==> src/shared/srb_pkg.sv <==
//////////////////////////////////////////////////////////////////////////////
// Purpose: Shared constants and helpers for the sensor register bank.
// Assumes: One system clock; serial pins are sampled on that clock.
// Notes:   Offsets are the byte addresses of the 8-bit registers.
//////////////////////////////////////////////////////////////////////////////
package srb_pkg;

  // Register width and register address width.
  localparam int unsigned DATA_W = 8;
  localparam int unsigned ADDR_W = 7;
  // Width of the assembled reference and output pressure.
  localparam int unsigned PRESS_W = 24;
  // Width of the temperature sample.
  localparam int unsigned TEMP_W = 16;

  //////////////////////////////////////////////////////////////////////////
  // Register offsets.
  localparam logic [6:0] OFS_REF_LOW = 7'h08;
  localparam logic [6:0] OFS_REF_MID = 7'h09;
  localparam logic [6:0] OFS_REF_HIGH = 7'h0A;
  localparam logic [6:0] OFS_IDENTITY = 7'h0F;
  localparam logic [6:0] OFS_AVG_CONFIG = 7'h10;
  localparam logic [6:0] OFS_CONTROL_ONE = 7'h20;
  localparam logic [6:0] OFS_CONTROL_TWO = 7'h21;
  localparam logic [6:0] OFS_CONTROL_THREE = 7'h22;
  localparam logic [6:0] OFS_CONTROL_FOUR = 7'h23;
  localparam logic [6:0] OFS_EVENT_CONFIG = 7'h24;
  localparam logic [6:0] OFS_EVENT_SOURCE = 7'h25;
  localparam logic [6:0] OFS_SAMPLE_STATUS = 7'h27;
  localparam logic [6:0] OFS_PRESS_LOW = 7'h28;
  localparam logic [6:0] OFS_PRESS_MID = 7'h29;
  localparam logic [6:0] OFS_PRESS_HIGH = 7'h2A;
  localparam logic [6:0] OFS_TEMP_LOW = 7'h2B;
  localparam logic [6:0] OFS_TEMP_HIGH = 7'h2C;
  localparam logic [6:0] OFS_QUEUE_CONTROL = 7'h2E;
  localparam logic [6:0] OFS_QUEUE_STATUS = 7'h2F;
  localparam logic [6:0] OFS_THRESH_LOW = 7'h30;
  localparam logic [6:0] OFS_THRESH_HIGH = 7'h31;
  localparam logic [6:0] OFS_OFFSET_LOW = 7'h39;
  localparam logic [6:0] OFS_OFFSET_HIGH = 7'h3A;

  //////////////////////////////////////////////////////////////////////////
  // Values after reset; the calibration defaults are restored on power-up.
  localparam logic [7:0] RST_ZERO = 8'h00;
  localparam logic [7:0] RST_AVG_CONFIG = 8'h05;
  localparam logic [7:0] RST_OFFSET_LOW = 8'h38;
  localparam logic [7:0] RST_OFFSET_HIGH = 8'h00;

  //////////////////////////////////////////////////////////////////////////
  // Serial command field positions, first bit on the wire is bit 7.
  localparam int unsigned CMD_RNW_BIT = 7;
  localparam int unsigned CMD_INC_BIT = 6;
  localparam int unsigned CMD_ADDR_MSB = 5;
  // Top bit of the two-wire sub-address selects auto increment.
  localparam int unsigned SUB_INC_BIT = 7;
  // Bit count value of the last bit of a serial byte.
  localparam logic [2:0] LAST_BIT = 3'h7;

  // Address for the next byte of a multi-byte access.
  function automatic logic [ADDR_W-1:0] srb_next_addr(
    input logic [ADDR_W-1:0] addr,
    input logic inc
  );
    srb_next_addr = inc ? ADDR_W'(addr + 7'h01) : addr;
  endfunction

endpackage

==> src/design/srb_pressure_adder.sv <==
//////////////////////////////////////////////////////////////////////////////
// Purpose: Adds the signed reference pressure to the raw pressure sample.
// Assumes: Both operands are two's complement of the same width.
// Notes:   The sum wraps; the sensor range keeps it far from overflow.
//////////////////////////////////////////////////////////////////////////////
`timescale 1ns/1ns
module srb_pressure_adder
#(
  parameter int unsigned WIDTH = srb_pkg::PRESS_W
)
(
  // Clock and reset.
  input wire logic i_sys_clk,
  input wire logic i_rst_b,
  // Operands.
  input wire logic [WIDTH-1:0] i_raw_pressure,
  input wire logic [WIDTH-1:0] i_ref_pressure,
  // Registered sum.
  output logic [WIDTH-1:0] o_pressure
);
  import srb_pkg::*;

  // Sum register and its next value.
  logic [WIDTH-1:0] sum_q;
  logic [WIDTH-1:0] sum_d;

  // The reference is treated as signed, so a plain wrap add is exact.
  always_comb
  begin
    sum_d = WIDTH'($signed(i_raw_pressure) + $signed(i_ref_pressure));
  end

  // Register the sum so the readable output bytes come from flip-flops.
  always_ff @(posedge i_sys_clk or negedge i_rst_b)
  begin
    if (!i_rst_b)
    begin
      sum_q <= '0;
    end
    else
    begin
      sum_q <= sum_d;
    end
  end

  assign o_pressure = sum_q;

endmodule

==> src/design/srb_spi_slave.sv <==
//////////////////////////////////////////////////////////////////////////////
// Purpose: Four-wire serial slave that turns frames into register access.
// Assumes: Each serial clock phase lasts at least two system clocks.
// Notes:   Serial clock idles high; data is taken on its rising edge.
//////////////////////////////////////////////////////////////////////////////
`timescale 1ns/1ns
module srb_spi_slave
(
  // Clock and reset.
  input wire logic i_sys_clk,
  input wire logic i_rst_b,
  // Serial pins.
  input wire logic i_spi_cs_b,
  input wire logic i_spi_clk,
  input wire logic i_spi_sdi,
  output logic o_spi_sdo,
  output logic o_spi_sdo_oe,
  // Register side.
  output logic [srb_pkg::ADDR_W-1:0] o_rd_addr,
  input wire logic [srb_pkg::DATA_W-1:0] i_rd_data,
  output logic o_wr_vld,
  output logic [srb_pkg::ADDR_W-1:0] o_wr_addr,
  output logic [srb_pkg::DATA_W-1:0] o_wr_data
);
  import srb_pkg::*;

  // Previous serial clock level, for edge detection.
  logic clk_q, clk_d;
  // Bit position inside the current byte.
  logic [2:0] bit_cnt_q, bit_cnt_d;
  // Receive and transmit shifters.
  logic [7:0] in_sr_q, in_sr_d;
  logic [7:0] out_sr_q, out_sr_d;
  // Command decoded for this frame.
  logic cmd_done_q, cmd_done_d;
  logic rnw_q, rnw_d;
  logic inc_q, inc_d;
  logic [ADDR_W-1:0] addr_q, addr_d;
  // Pending load of the read shifter, one cycle after the address settles.
  logic load_q, load_d;
  // Output pin and write strobe registers.
  logic sdo_q, sdo_d;
  logic oe_q, oe_d;
  logic wr_vld_q, wr_vld_d;
  logic [ADDR_W-1:0] wr_addr_q, wr_addr_d;
  logic [7:0] wr_data_q, wr_data_d;
  // Edge flags and the byte just completed.
  logic rise;
  logic fall;
  logic [7:0] byte_in;

  //////////////////////////////////////////////////////////////////////////
  // Frame decoding: command byte, then data bytes of eight bits each.
  always_comb
  begin
    rise = !i_spi_cs_b && i_spi_clk && !clk_q;
    fall = !i_spi_cs_b && !i_spi_clk && clk_q;
    byte_in = {in_sr_q[6:0], i_spi_sdi};
    clk_d = i_spi_clk;
    bit_cnt_d = bit_cnt_q;
    in_sr_d = in_sr_q;
    out_sr_d = out_sr_q;
    cmd_done_d = cmd_done_q;
    rnw_d = rnw_q;
    inc_d = inc_q;
    addr_d = addr_q;
    load_d = 1'b0;
    sdo_d = sdo_q;
    oe_d = oe_q;
    wr_vld_d = 1'b0;
    wr_addr_d = wr_addr_q;
    wr_data_d = wr_data_q;
    if (i_spi_cs_b)
    begin
      // A deselect ends the frame and releases the output pin.
      bit_cnt_d = 3'h0;
      cmd_done_d = 1'b0;
      oe_d = 1'b0;
    end
    else
    begin
      if (rise)
      begin
        in_sr_d = byte_in;
        bit_cnt_d = 3'(bit_cnt_q + 3'h1);
        if (bit_cnt_q == LAST_BIT)
        begin
          if (!cmd_done_q)
          begin
            // Command byte: direction, increment flag, register address.
            cmd_done_d = 1'b1;
            rnw_d = byte_in[CMD_RNW_BIT];
            inc_d = byte_in[CMD_INC_BIT];
            addr_d = {1'b0, byte_in[CMD_ADDR_MSB:0]};
            load_d = byte_in[CMD_RNW_BIT];
          end
          else if (rnw_q)
          begin
            // Next read byte comes from the same or the next address.
            addr_d = srb_next_addr(addr_q, inc_q);
            load_d = 1'b1;
          end
          else
          begin
            // A full data byte is written, then the address moves on.
            wr_vld_d = 1'b1;
            wr_addr_d = addr_q;
            wr_data_d = byte_in;
            addr_d = srb_next_addr(addr_q, inc_q);
          end
        end
      end
      if (fall && cmd_done_q && rnw_q)
      begin
        // Drive from the start of the first data bit, MSb first.
        oe_d = 1'b1;
        sdo_d = out_sr_q[7];
        out_sr_d = {out_sr_q[6:0], 1'b0};
      end
      if (load_q)
      begin
        out_sr_d = i_rd_data;
      end
    end
  end

  // State registers only.
  always_ff @(posedge i_sys_clk or negedge i_rst_b)
  begin
    if (!i_rst_b)
    begin
      clk_q <= 1'b1;
      bit_cnt_q <= 3'h0;
      in_sr_q <= 8'h00;
      out_sr_q <= 8'h00;
      cmd_done_q <= 1'b0;
      rnw_q <= 1'b0;
      inc_q <= 1'b0;
      addr_q <= 7'h00;
      load_q <= 1'b0;
      sdo_q <= 1'b0;
      oe_q <= 1'b0;
      wr_vld_q <= 1'b0;
      wr_addr_q <= 7'h00;
      wr_data_q <= 8'h00;
    end
    else
    begin
      clk_q <= clk_d;
      bit_cnt_q <= bit_cnt_d;
      in_sr_q <= in_sr_d;
      out_sr_q <= out_sr_d;
      cmd_done_q <= cmd_done_d;
      rnw_q <= rnw_d;
      inc_q <= inc_d;
      addr_q <= addr_d;
      load_q <= load_d;
      sdo_q <= sdo_d;
      oe_q <= oe_d;
      wr_vld_q <= wr_vld_d;
      wr_addr_q <= wr_addr_d;
      wr_data_q <= wr_data_d;
    end
  end

  assign o_spi_sdo = sdo_q;
  assign o_spi_sdo_oe = oe_q;
  assign o_rd_addr = addr_q;
  assign o_wr_vld = wr_vld_q;
  assign o_wr_addr = wr_addr_q;
  assign o_wr_data = wr_data_q;

endmodule

==> src/design/srb_register_bank.sv <==
//////////////////////////////////////////////////////////////////////////////
// Purpose: 8-bit register bank of the pressure and temperature sensor.
// Assumes: Reset is the power-up boot; serial pins follow the system clock.
// Notes:   Reached by the four-wire serial port or by a two-wire byte port.
//
// Functional notes
// - Every register is one byte wide.
// - Seven-bit register address selects each register.
// - Power-up reloads calibration registers with defaults.
// - Address 08h holds reference bits seven to zero.
// - Address 09h holds middle reference byte; summed.
// - Address 0Ah holds top reference byte, reset zero.
// - Increment flag advances address after each byte.
// - Sub-address top bit increments; low seven address.
//////////////////////////////////////////////////////////////////////////////
`timescale 1ns/1ns
module srb_register_bank
  import srb_pkg::*;
#(
  // Identity value; arbitrary, not tied to any real part.
  parameter logic [7:0] IDENTITY = 8'h5A
)
(
  // Clock and reset.
  input wire logic i_sys_clk,
  input wire logic i_rst_b,
  // Four-wire serial pins.
  input wire logic i_spi_cs_b,
  input wire logic i_spi_clk,
  input wire logic i_spi_sdi,
  output logic o_spi_sdo,
  output logic o_spi_sdo_oe,
  // Two-wire byte port from the protocol engine.
  input wire logic i_i2c_sub_vld,
  input wire logic [7:0] i_i2c_sub,
  input wire logic i_i2c_wr_vld,
  input wire logic [srb_pkg::DATA_W-1:0] i_i2c_wr_data,
  input wire logic i_i2c_rd_ack,
  output logic [srb_pkg::DATA_W-1:0] o_i2c_rd_data,
  // Measurement and status inputs from the sensor core.
  input wire logic [srb_pkg::PRESS_W-1:0] i_raw_pressure,
  input wire logic [srb_pkg::TEMP_W-1:0] i_temperature,
  input wire logic [7:0] i_event_source,
  input wire logic [7:0] i_sample_status,
  input wire logic [7:0] i_queue_status,
  // Configuration outputs to the sensor core.
  output logic [7:0] o_averaging_config,
  output logic [7:0] o_control_one,
  output logic [7:0] o_control_two,
  output logic [7:0] o_control_three,
  output logic [7:0] o_control_four,
  output logic [7:0] o_threshold_event_config,
  output logic [7:0] o_queue_control,
  output logic [15:0] o_threshold,
  output logic [15:0] o_pressure_offset,
  output logic [srb_pkg::PRESS_W-1:0] o_ref_pressure,
  output logic [srb_pkg::PRESS_W-1:0] o_pressure
);
  import srb_pkg::*;

  // Writable registers and their next values.
  logic [7:0] ref_low_bits_q, ref_low_bits_d;
  logic [7:0] ref_mid_bits_q, ref_mid_bits_d;
  logic [7:0] ref_high_bits_q, ref_high_bits_d;
  logic [7:0] avg_q, avg_d;
  logic [7:0] ctl1_q, ctl1_d;
  logic [7:0] ctl2_q, ctl2_d;
  logic [7:0] ctl3_q, ctl3_d;
  logic [7:0] ctl4_q, ctl4_d;
  logic [7:0] evt_cfg_q, evt_cfg_d;
  logic [7:0] queue_ctl_q, queue_ctl_d;
  logic [7:0] ths_low_q, ths_low_d;
  logic [7:0] ths_high_q, ths_high_d;
  logic [7:0] ofs_low_q, ofs_low_d;
  logic [7:0] ofs_high_q, ofs_high_d;
  // Two-wire address pointer, increment mode and read data.
  logic [ADDR_W-1:0] i2c_addr_q, i2c_addr_d;
  logic i2c_inc_q, i2c_inc_d;
  logic [7:0] i2c_rd_q, i2c_rd_d;
  // Serial slave register side.
  logic [ADDR_W-1:0] spi_rd_addr;
  logic [7:0] spi_rd_data;
  logic spi_wr_vld;
  logic [ADDR_W-1:0] spi_wr_addr;
  logic [7:0] spi_wr_data;
  // Selected write.
  logic wr_en;
  logic [ADDR_W-1:0] wr_addr;
  logic [7:0] wr_data;
  // Assembled reference pressure.
  logic [PRESS_W-1:0] ref_pressure;

  //////////////////////////////////////////////////////////////////////////
  // Read decode shared by both ports; unmapped addresses read as zero.
  function automatic logic [7:0] read_mux(input logic [ADDR_W-1:0] addr);
    case (addr)
      OFS_REF_LOW: read_mux = ref_low_bits_q;
      OFS_REF_MID: read_mux = ref_mid_bits_q;
      OFS_REF_HIGH: read_mux = ref_high_bits_q;
      OFS_IDENTITY: read_mux = IDENTITY;
      OFS_AVG_CONFIG: read_mux = avg_q;
      OFS_CONTROL_ONE: read_mux = ctl1_q;
      OFS_CONTROL_TWO: read_mux = ctl2_q;
      OFS_CONTROL_THREE: read_mux = ctl3_q;
      OFS_CONTROL_FOUR: read_mux = ctl4_q;
      OFS_EVENT_CONFIG: read_mux = evt_cfg_q;
      OFS_EVENT_SOURCE: read_mux = i_event_source;
      OFS_SAMPLE_STATUS: read_mux = i_sample_status;
      OFS_PRESS_LOW: read_mux = o_pressure[7:0];
      OFS_PRESS_MID: read_mux = o_pressure[15:8];
      OFS_PRESS_HIGH: read_mux = o_pressure[23:16];
      OFS_TEMP_LOW: read_mux = i_temperature[7:0];
      OFS_TEMP_HIGH: read_mux = i_temperature[15:8];
      OFS_QUEUE_CONTROL: read_mux = queue_ctl_q;
      OFS_QUEUE_STATUS: read_mux = i_queue_status;
      OFS_THRESH_LOW: read_mux = ths_low_q;
      OFS_THRESH_HIGH: read_mux = ths_high_q;
      OFS_OFFSET_LOW: read_mux = ofs_low_q;
      OFS_OFFSET_HIGH: read_mux = ofs_high_q;
      default: read_mux = 8'h00;
    endcase
  endfunction

  //////////////////////////////////////////////////////////////////////////
  // Four-wire serial front end.
  srb_spi_slave u_spi
  (
    .i_sys_clk(i_sys_clk),
    .i_rst_b(i_rst_b),
    .i_spi_cs_b(i_spi_cs_b),
    .i_spi_clk(i_spi_clk),
    .i_spi_sdi(i_spi_sdi),
    .o_spi_sdo(o_spi_sdo),
    .o_spi_sdo_oe(o_spi_sdo_oe),
    .o_rd_addr(spi_rd_addr),
    .i_rd_data(spi_rd_data),
    .o_wr_vld(spi_wr_vld),
    .o_wr_addr(spi_wr_addr),
    .o_wr_data(spi_wr_data)
  );

  // Serial read data is looked up at the slave's current address.
  always_comb
  begin
    spi_rd_data = read_mux(spi_rd_addr);
  end

  //////////////////////////////////////////////////////////////////////////
  // Two-wire pointer: loaded from the sub-address, advanced per byte.
  always_comb
  begin
    i2c_addr_d = i2c_addr_q;
    i2c_inc_d = i2c_inc_q;
    if (i_i2c_sub_vld)
    begin
      i2c_inc_d = i_i2c_sub[SUB_INC_BIT];
      i2c_addr_d = i_i2c_sub[ADDR_W-1:0];
    end
    else if (i_i2c_wr_vld || i_i2c_rd_ack)
    begin
      i2c_addr_d = srb_next_addr(i2c_addr_q, i2c_inc_q);
    end
    i2c_rd_d = read_mux(i2c_addr_q);
  end

  // Two-wire pointer registers.
  always_ff @(posedge i_sys_clk or negedge i_rst_b)
  begin
    if (!i_rst_b)
    begin
      i2c_addr_q <= 7'h00;
      i2c_inc_q <= 1'b0;
      i2c_rd_q <= 8'h00;
    end
    else
    begin
      i2c_addr_q <= i2c_addr_d;
      i2c_inc_q <= i2c_inc_d;
      i2c_rd_q <= i2c_rd_d;
    end
  end

  //////////////////////////////////////////////////////////////////////////
  // Register writes. The four-wire port wins a same-cycle clash, since a
  // host uses only one port at a time. Reserved and read-only addresses
  // are simply ignored, so a stray write there changes no register.
  always_comb
  begin
    wr_en = spi_wr_vld || i_i2c_wr_vld;
    wr_addr = spi_wr_vld ? spi_wr_addr : i2c_addr_q;
    wr_data = spi_wr_vld ? spi_wr_data : i_i2c_wr_data;
    ref_low_bits_d = ref_low_bits_q;
    ref_mid_bits_d = ref_mid_bits_q;
    ref_high_bits_d = ref_high_bits_q;
    avg_d = avg_q;
    ctl1_d = ctl1_q;
    ctl2_d = ctl2_q;
    ctl3_d = ctl3_q;
    ctl4_d = ctl4_q;
    evt_cfg_d = evt_cfg_q;
    queue_ctl_d = queue_ctl_q;
    ths_low_d = ths_low_q;
    ths_high_d = ths_high_q;
    ofs_low_d = ofs_low_q;
    ofs_high_d = ofs_high_q;
    if (wr_en)
    begin
      case (wr_addr)
        OFS_REF_LOW: ref_low_bits_d = wr_data;
        OFS_REF_MID: ref_mid_bits_d = wr_data;
        OFS_REF_HIGH: ref_high_bits_d = wr_data;
        OFS_AVG_CONFIG: avg_d = wr_data;
        OFS_CONTROL_ONE: ctl1_d = wr_data;
        OFS_CONTROL_TWO: ctl2_d = wr_data;
        OFS_CONTROL_THREE: ctl3_d = wr_data;
        OFS_CONTROL_FOUR: ctl4_d = wr_data;
        OFS_EVENT_CONFIG: evt_cfg_d = wr_data;
        OFS_QUEUE_CONTROL: queue_ctl_d = wr_data;
        OFS_THRESH_LOW: ths_low_d = wr_data;
        OFS_THRESH_HIGH: ths_high_d = wr_data;
        OFS_OFFSET_LOW: ofs_low_d = wr_data;
        OFS_OFFSET_HIGH: ofs_high_d = wr_data;
        default: ;
      endcase
    end
  end

  // Register file; reset stands for power-up and restores calibration.
  always_ff @(posedge i_sys_clk or negedge i_rst_b)
  begin
    if (!i_rst_b)
    begin
      ref_low_bits_q <= RST_ZERO;
      ref_mid_bits_q <= RST_ZERO;
      ref_high_bits_q <= RST_ZERO;
      avg_q <= RST_AVG_CONFIG;
      ctl1_q <= RST_ZERO;
      ctl2_q <= RST_ZERO;
      ctl3_q <= RST_ZERO;
      ctl4_q <= RST_ZERO;
      evt_cfg_q <= RST_ZERO;
      queue_ctl_q <= RST_ZERO;
      ths_low_q <= RST_ZERO;
      ths_high_q <= RST_ZERO;
      ofs_low_q <= RST_OFFSET_LOW;
      ofs_high_q <= RST_OFFSET_HIGH;
    end
    else
    begin
      ref_low_bits_q <= ref_low_bits_d;
      ref_mid_bits_q <= ref_mid_bits_d;
      ref_high_bits_q <= ref_high_bits_d;
      avg_q <= avg_d;
      ctl1_q <= ctl1_d;
      ctl2_q <= ctl2_d;
      ctl3_q <= ctl3_d;
      ctl4_q <= ctl4_d;
      evt_cfg_q <= evt_cfg_d;
      queue_ctl_q <= queue_ctl_d;
      ths_low_q <= ths_low_d;
      ths_high_q <= ths_high_d;
      ofs_low_q <= ofs_low_d;
      ofs_high_q <= ofs_high_d;
    end
  end

  //////////////////////////////////////////////////////////////////////////
  // Reference assembly and the corrected pressure output.
  always_comb
  begin
    ref_pressure = {ref_high_bits_q, ref_mid_bits_q, ref_low_bits_q};
  end

  srb_pressure_adder #(
    .WIDTH(PRESS_W)
  ) u_adder
  (
    .i_sys_clk(i_sys_clk),
    .i_rst_b(i_rst_b),
    .i_raw_pressure(i_raw_pressure),
    .i_ref_pressure(ref_pressure),
    .o_pressure(o_pressure)
  );

  // Configuration outputs come straight from the register flip-flops.
  assign o_i2c_rd_data = i2c_rd_q;
  assign o_averaging_config = avg_q;
  assign o_control_one = ctl1_q;
  assign o_control_two = ctl2_q;
  assign o_control_three = ctl3_q;
  assign o_control_four = ctl4_q;
  assign o_threshold_event_config = evt_cfg_q;
  assign o_queue_control = queue_ctl_q;
  assign o_threshold = {ths_high_q, ths_low_q};
  assign o_pressure_offset = {ofs_high_q, ofs_low_q};
  assign o_ref_pressure = ref_pressure;

endmodule

==> config.mk <==
export PLATFORM = sky130hd
export DESIGN_NAME = srb_register_bank
export DESIGN_NICKNAME = d
export VERILOG_FILES = /design/src/shared/srb_pkg.sv /design/src/design/srb_pressure_adder.sv /design/src/design/srb_spi_slave.sv /design/src/design/srb_register_bank.sv
export SDC_FILE = /design/constraint.sdc
export NUM_CORES = 1
export LEC_CHECK = 0
export ABC_AREA = 0
export BUFFER_PORTS_ARGS = -buffer_cell sky130_fd_sc_hd__buf_4
export CAP_MARGIN = 20
export CORE_ASPECT_RATIO = 0.8
export CORE_MARGIN = 2
export CORE_UTILIZATION = 50
export DETAILED_ROUTE_END_ITERATION = 10
export PLACE_DENSITY = 0.74
export SETUP_SLACK_MARGIN = 0.02
export SLEW_MARGIN = 20
export SYNTH_ARGS = -nofsm -noshare
export SYNTH_HDL_FRONTEND = slang
export SYNTH_SLANG_ARGS = --single-unit
==> constraint.sdc <==
create_clock -name i_sys_clk -period 2.28 [get_ports i_sys_clk]
set_input_delay 0 -clock i_sys_clk [delete_from_list [all_inputs] [get_ports i_sys_clk]]
set_output_delay 0 -clock i_sys_clk [all_outputs]
set_load 0.02 [all_outputs]
== Word-level counts from Yosys, hierarchy flattened ==
Cells that the tools add are included.

* Output and inout port bits: 146
* Input port bits: 88
* Flip-flop bits (word level): 200
* Logic and storage cells: 168

* Bitwise operators: 3
* Mux-type cells: 28
* Reductions and logical operators: 39
* Add/subtract/negate cells: 4
* Equality and inequality tests: 62

{| class="wikitable"
|+ Operators by type and width
! operator !! count
|-
| $pmux W8 S23 || 2
|-
| $eq A7 B6 Y1 const B || 46
|-
| $eq A7 B4 Y1 const B || 11
|-
| $mux W7 || 6
|-
| $reduce_and A2 Y1 || 19
|-
| $add A24 B24 Y24 || 1
|-
| $mux W8 || 3
|-
| $eq A7 B5 Y1 const B || 3
|-
| $mux W1 || 15
|-
| $add A7 B1 Y7 const B || 2
|-
| $reduce_bool A2 Y1 || 6
|-
| $reduce_and A4 Y1 || 2
|-
| $logic_and A1 B1 Y1 || 6
|-
| $mux W3 || 2
|-
| $reduce_and A5 Y1 || 1
|-
| $add A3 B1 Y3 const B || 1
|-
| $eq A3 B3 Y1 const B || 1
|-
| $logic_not A1 Y1 || 3
|-
| $not A1 Y1 || 3
|-
| $logic_or A1 B1 Y1 || 2
|-
| $ne A2 B2 Y1 const B || 1
|}

== Longest topological paths before layout ==
* Depth in word-level cells: 7
* Gate-level depth with buffers: 10
* Mapped depth without buffers: 10

== By module ==
From an unflattened synthesis, not the netlist that was laid out.

* Cell total of the unflattened synthesis: 1,306
* Area total of the unflattened synthesis: 12,540.8 µm²

{| class="wikitable"
|+ Modules (own cells, without submodules)
! module !! seq. area each (µm²) !! cells each !! instances !! area each (µm²)
|-
| srb_register_bank || 3,209.3 || 935 || 1 || 8,506.9
|-
| srb_spi_slave || 1,202.4 || 178 || 1 || 2,178.3
|-
| srb_pressure_adder || 600.6 || 193 || 1 || 1,855.5
|}

== Least setup slack after synthesis ==
OpenSTA, ideal clock, no wires.

* Path type: reg2reg
* Start: register ref_low_bits_q[0]
* End: register u_adder.sum_q[18] (netlist: u_adder.o_pressure[18])
* Stages on the path, launching flop included: 11
* Data arrival time: 2,325 ps
* Clock period less this slack: 2,449 ps
* Setup slack: -169 ps
* Required time: 2,157 ps
* Path buffers: 0
* Library setup time: 123 ps
* Cells stage by stage: dfrtp_1 -> ha_1 -> inv_1 -> fa_1 -> nor2b_1 -> o31ai_1 -> a211oi_1 -> o211ai_1 -> o31ai_2 -> a31oi_1 -> xnor2_1

* Longest elaborated chain between the ends: 1

{| class="wikitable"
|+ RTL lines
! what !! line !! text
|-
| start, declared || srb_register_bank.sv:62 || <nowiki>logic [7:0] ref_low_bits_q, ref_low_bits_d;</nowiki>
|-
| start signal, assigned || srb_register_bank.sv:250 || <nowiki>ref_low_bits_q <= ref_low_bits_d;</nowiki>
|-
| $add A24 B24 Y24 || srb_pressure_adder.sv:30 || <nowiki>sum_d = WIDTH'($signed(i_raw_pressure) + $signed(i_ref_pressure));</nowiki>
|-
| net u_adder.sum_d[18] || srb_pressure_adder.sv:25 || <nowiki>logic [WIDTH-1:0] sum_d;</nowiki>
|-
| end signal, assigned || srb_pressure_adder.sv:42 || <nowiki>sum_q <= sum_d;</nowiki>
|-
| end, declared || srb_pressure_adder.sv:24 || <nowiki>logic [WIDTH-1:0] sum_q;</nowiki>
|}

The timed path passes the listed nets, and every way through them passes these cells.
A chain may end at the register's enable or synchronous reset.

== Worst setup path in the final report ==
* Start: register i2c_addr_q[6]
* End: register evt_cfg_q[1] (netlist: o_threshold_event_config[1])

* Longest elaborated chain between the ends: 3

{| class="wikitable"
|+ RTL lines
! what !! line !! text
|-
| start, declared || srb_register_bank.sv:77 || <nowiki>logic [ADDR_W-1:0] i2c_addr_q, i2c_addr_d;</nowiki>
|-
| start signal, assigned || srb_register_bank.sv:177 || <nowiki>i2c_addr_q <= i2c_addr_d;</nowiki>
|-
| $mux W7 || srb_register_bank.sv:190 || <nowiki>wr_addr = spi_wr_vld ? spi_wr_addr : i2c_addr_q;</nowiki>
|-
| $eq A7 B6 Y1 || srb_register_bank.sv:208 || <nowiki>case (wr_addr)</nowiki>
|-
| $reduce_and A2 Y1 (no line) || -- ||
|-
| end signal, assigned || srb_register_bank.sv:258 || <nowiki>evt_cfg_q <= evt_cfg_d;</nowiki>
|-
| end, declared || srb_register_bank.sv:70 || <nowiki>logic [7:0] evt_cfg_q, evt_cfg_d;</nowiki>
|}

No other way between the ends.

==> reports/results.md <==
| Metric | Reported | Unit |
| --- | --- | --- |
| Critical path startpoint | i2c_addr_q[6] | - |
| Post-route worst setup slack | -0.598 | ns |
| Clock slew at the register clock pins of the worst setup and hold paths | 0.09 | ns |
| Kind of launch point of the worst setup path | register | - |
| Die Span Y | 140 | um |
| Total track usage | 51.4 | % |
| Time the final worst path needs with I/O delays and setup | 2.88 | ns |
| Nets in the synthesized netlist | 1,361 | - |
| Final Slew Violations | 0 | - |
| Total number of yosys warnings | 0 | - |
| First-pass GRT wire length | 90,400 | um |
| Violated checks | design-rule violations, negative setup slack | - |
| Number of H-tree branching levels | 4 | - |
| Max capacitance violation total | 0 | - |
| Worst-case vdd ir drop | 1.26 | mV |
| HPWL after DPL | 45,900 | um |
| Via count of the first global-routing pass | 13,463 | - |
| Total power of the final layout | 17.6 | mW |
| Signal arrival time at the worst endpoint | 3.24 | ns |
| Highest achievable clock rate | 347 | MHz |
| Clock root buffer master | sky130_fd_sc_hd__clkbuf_16 | - |
| Actual slew at the worst max-slew pin | 0.851 | ns |
| Fill count | 1,441 | - |
| Flop and latch count out of synthesis | 200 | - |
| Synth Flop Type | sky130_fd_sc_hd__dfrtp_1 | - |
| Cell Area, Synth | 0.0116 | mm2 |
| Delay-heaviest family, CP | simple AND/OR/NAND/NOR gates | - |
| TritonCTS clock tree | built | - |
| Starting DRC count in detailed routing | 2,986 | - |
| Outcome | finished with violations | - |
| Number of diodes added for antenna fixing | 0 | - |
| Cell chain of the critical path | buf_4 > nand2b_1 > buf_4 > o22ai_2 > nand2_2 > nor3_4 > and2_1 > buf_4 > nor2_1 > a21oi_1 | - |
| Pre-antenna DRT Iters | 11 | - |
| Placed cell count | 1,925 | - |
| Reg2reg path depth | 10 | - |
| Setup repair after global routing missed its margin | yes | - |
| Total of buffers placed on input and output ports | 233 | - |
| Worst Hold Launch | i_event_source[2] | - |
| Remaining Overflow, GRT | 0 | - |
| Areal power density over the cells | 1020 | mW/mm2 |
| Maximum single-stage delay on the critical path | 0.54 | ns |
| Core box area | 0.0226 | mm2 |
| Routed vias | 14,618 | - |
| Most used cells in the layout excluding fill and tap cells | 433 x sky130_fd_sc_hd__buf_4, 187 x sky130_fd_sc_hd__dfrtp_1, 134 x sky130_fd_sc_hd__nand2_1, 132 x sky130_fd_sc_hd__nor2_1, 119 x sky130_fd_sc_hd__a21oi_1 | - |
| Crit Path Class | reg -> reg | - |
| Critical Path RT | 2.64 | ns |
| Largest net degree at the start of global routing | 77 | - |
| Post-synth EDFFs | 0 | - |
| Num ports | 234 | - |
| Setup violation total in the final timing report | 57 | - |
| Via-per-instance ratio | 7.13 | - |
| TritonCTS Sinks | 200 | - |
| Total Neg Setup Slack | -9.56 | ns |
| Period utilisation layout | 126 | % |
| Final weighted congestion in routability-driven placement | 1.15 | - |
| Num rows | 49 | - |
| Combined area of the multi-input logic cells | 0.00673 | mm2 |
| Starting density of the core | 51.2 | % |
| Synth Area per Inst | 9.33 | um2 |
| Leakage Power | 7.77 | nW |
| Die Footprint | 0.0243 | mm2 |
| Worst min path class | in -> reg | - |
| Count of antenna-violating nets left after detailed routing | 0 | - |
| Skew final | 0.0182 | ns |
| Critical Path End Type | register | - |
| Sequential standard cell area | 0.00502 | mm2 |
| Routed wire length per instance | 33.1 | um |
| Clock buffers created by TritonCTS | 17 | - |
| Share of final-layout standard cells stronger than drive strength 1 | 38.0 | % |
| WP buf/inv | 3 | - |
| Share of the core filled with cells | 76.2 | % |
| Final layout net count | 1,854 | - |
| Worst hold slack across all endpoints | 0.000149 | ns |
| Post-synthesis cell type count | 83 | - |
| Worst slew margin | 42.8 | % |
| Asr flop ratio synth | 100 | % |
| Number of hold-slack violations in the final timing report | 0 | - |
| Leading cell type in the layout, fill and taps excluded | sky130_fd_sc_hd__buf_4 | - |
| Cells after synthesis | 1,238 | - |
| Maximum root-to-sink buffer count | 2 | - |
| Antenna violations before repair | 0 | - |
| Synth-to-Final Area Change | 48.8 | % |
| Worst reg2reg path startpoint | i2c_addr_q[6] | - |
| CP Max Fanout | 16 | - |
| Share of synthesized area occupied by flip-flops and latches | 43.4 | % |
| Number of cells on the worst hold path | 4 | - |
| Worst reg2reg setup slack | -0.60 | ns |
| WHS Endpoint | o_i2c_rd_data[2] | - |
| Total Routed Length | 67,800 | um |
| DRC | 1 | - |
| Horizontal die dimension | 174 | um |
| Clock latency reported for the late side of the worst-skew pair | 0.47 | ns |
| Library cell contributing the largest single delay on the critical path | sky130_fd_sc_hd__nor3_4 | - |
| Most common cell on crit path | sky130_fd_sc_hd__buf_4 | - |
| Count of placed standard cells in the final layout, fillers left out | 2,050 | - |
| End of the worst register-to-register path | o_threshold_event_config[1] | - |
-- worst reg2reg max path: cells and delay by family, from the launching register on --
kind | cells | cell delay (ns)
AND/OR/NAND/NOR | 5 | 1.31
buffers and inverters | 3 | 0.60
AO/OA/AOI/OAI | 2 | 0.44
flip-flops | 1 | 0.43
-- metrics by stage --
step                worst slack, ns  cell area (um2)
floorplan                   -0.0580            11600
global placement             -0.120            15000
detailed placement           -0.197            15000
CTS                         -0.0209            16500
global route                 -0.490            17200
finish                       -0.598            17200
-- cell type report --
| type | count | area share, % |
|---|---|---|
| Clock buffer | 17 | 2.47 |
| Clock inverter | 15 | 1.09 |
| Multi-Input combinational cell | 962 | 39.1 |
| Sequential cell | 200 | 29.2 |
| Tap cell | 306 | 2.23 |
| Timing Repair Buffer | 531 | 25.5 |
| Inverter | 19 | 0.415 |
-- cells by family after synthesis --
logic type               count (synthesis)  synth area share (%)
AO/OA/AOI/OAI                          401                  23.2
XOR/XNOR                                28                  2.12
flip-flops                             200                  43.4
buffers and inverters                   77                  3.66
AND/OR/NAND/NOR                        452                  19.8
adder cells (fa/ha/maj)                 35                  3.85
multiplexers                            45                  4.05
-- metal layers --
layer	wire, um	GRT usage (%)	up-vias	share of wire, %
li1	-	-	5571	-
met1	23800	69.1	6974	35
met2	27200	73.2	1608	40
met3	11900	19.8	465	18
met4	4940	23.8	0	7.3
met5	0	0	-	0
-- power breakdown --
group          switching [mW]  total [mW]  internal [mW]
clock                    1.65        3.23           1.58
combinational            4.64        8.02           3.38
sequential               1.85        6.37           4.52
-- flip-flops by register name (all words and copies together), names as in the netlist, 8 cells and up --
name,flops
o_averaging_config,8
o_control_four,8
o_control_one,8
o_control_three,8
o_control_two,8
o_i2c_rd_data,8
o_queue_control,8
o_threshold_event_config,8
ofs_high_q,8
ofs_low_q,8
ref_high_bits_q,8
ref_low_bits_q,8
ref_mid_bits_q,8
ths_high_q,8
ths_low_q,8
u_adder.o_pressure,24
u_spi.o_wr_data,8
u_spi.out_sr_q,8
-- how the worst max path moves through the flow --
| stage | to | slack (ns) | cells past startpoint |
|---|---|---|---|
| floorplan | u_adder.o_pressure[18] | -0.06 | 10 |
| global placement | u_adder.o_pressure[20] | -0.12 | 11 |
| detailed placement | u_adder.o_pressure[20] | -0.20 | 11 |
| CTS | u_adder.o_pressure[22] | -0.02 | 10 |
| global route | o_threshold_event_config[1] | -0.49 | 10 |
| finish | o_threshold_event_config[1] | -0.60 | 10 |
-- cell usage after synthesis, types with 18 or more instances --
library cell	instances	area (um2)
sky130_fd_sc_hd__nand2_1	139	522
sky130_fd_sc_hd__buf_2	18	90.1
sky130_fd_sc_hd__xnor2_1	21	184
sky130_fd_sc_hd__dfrtp_1	194	4850
sky130_fd_sc_hd__a21oi_1	126	631
sky130_fd_sc_hd__a22oi_1	83	623
sky130_fd_sc_hd__a221oi_1	24	210
sky130_fd_sc_hd__o21ai_1	28	140
sky130_fd_sc_hd__inv_1	19	71.3
sky130_fd_sc_hd__ha_1	34	425
sky130_fd_sc_hd__nor2_1	141	529
sky130_fd_sc_hd__o21ai_0	44	220
sky130_fd_sc_hd__mux2i_1	33	330
sky130_fd_sc_hd__nand3_1	38	190
-- repair_timing --
| item | CTS | global route |
|---|---|---|
| resized for setup | 22 | 116 |
| endpoints found under the setup margin | 18 | 110 |
| cloned | 0 | 1 |
| buffers inserted | 5 | 17 |
| pin swaps | 12 | 40 |
| hold buffers | 70 | 0 |
| endpoints found under the hold margin | 112 | 0 |
Power figures use the tool's default switching activity.
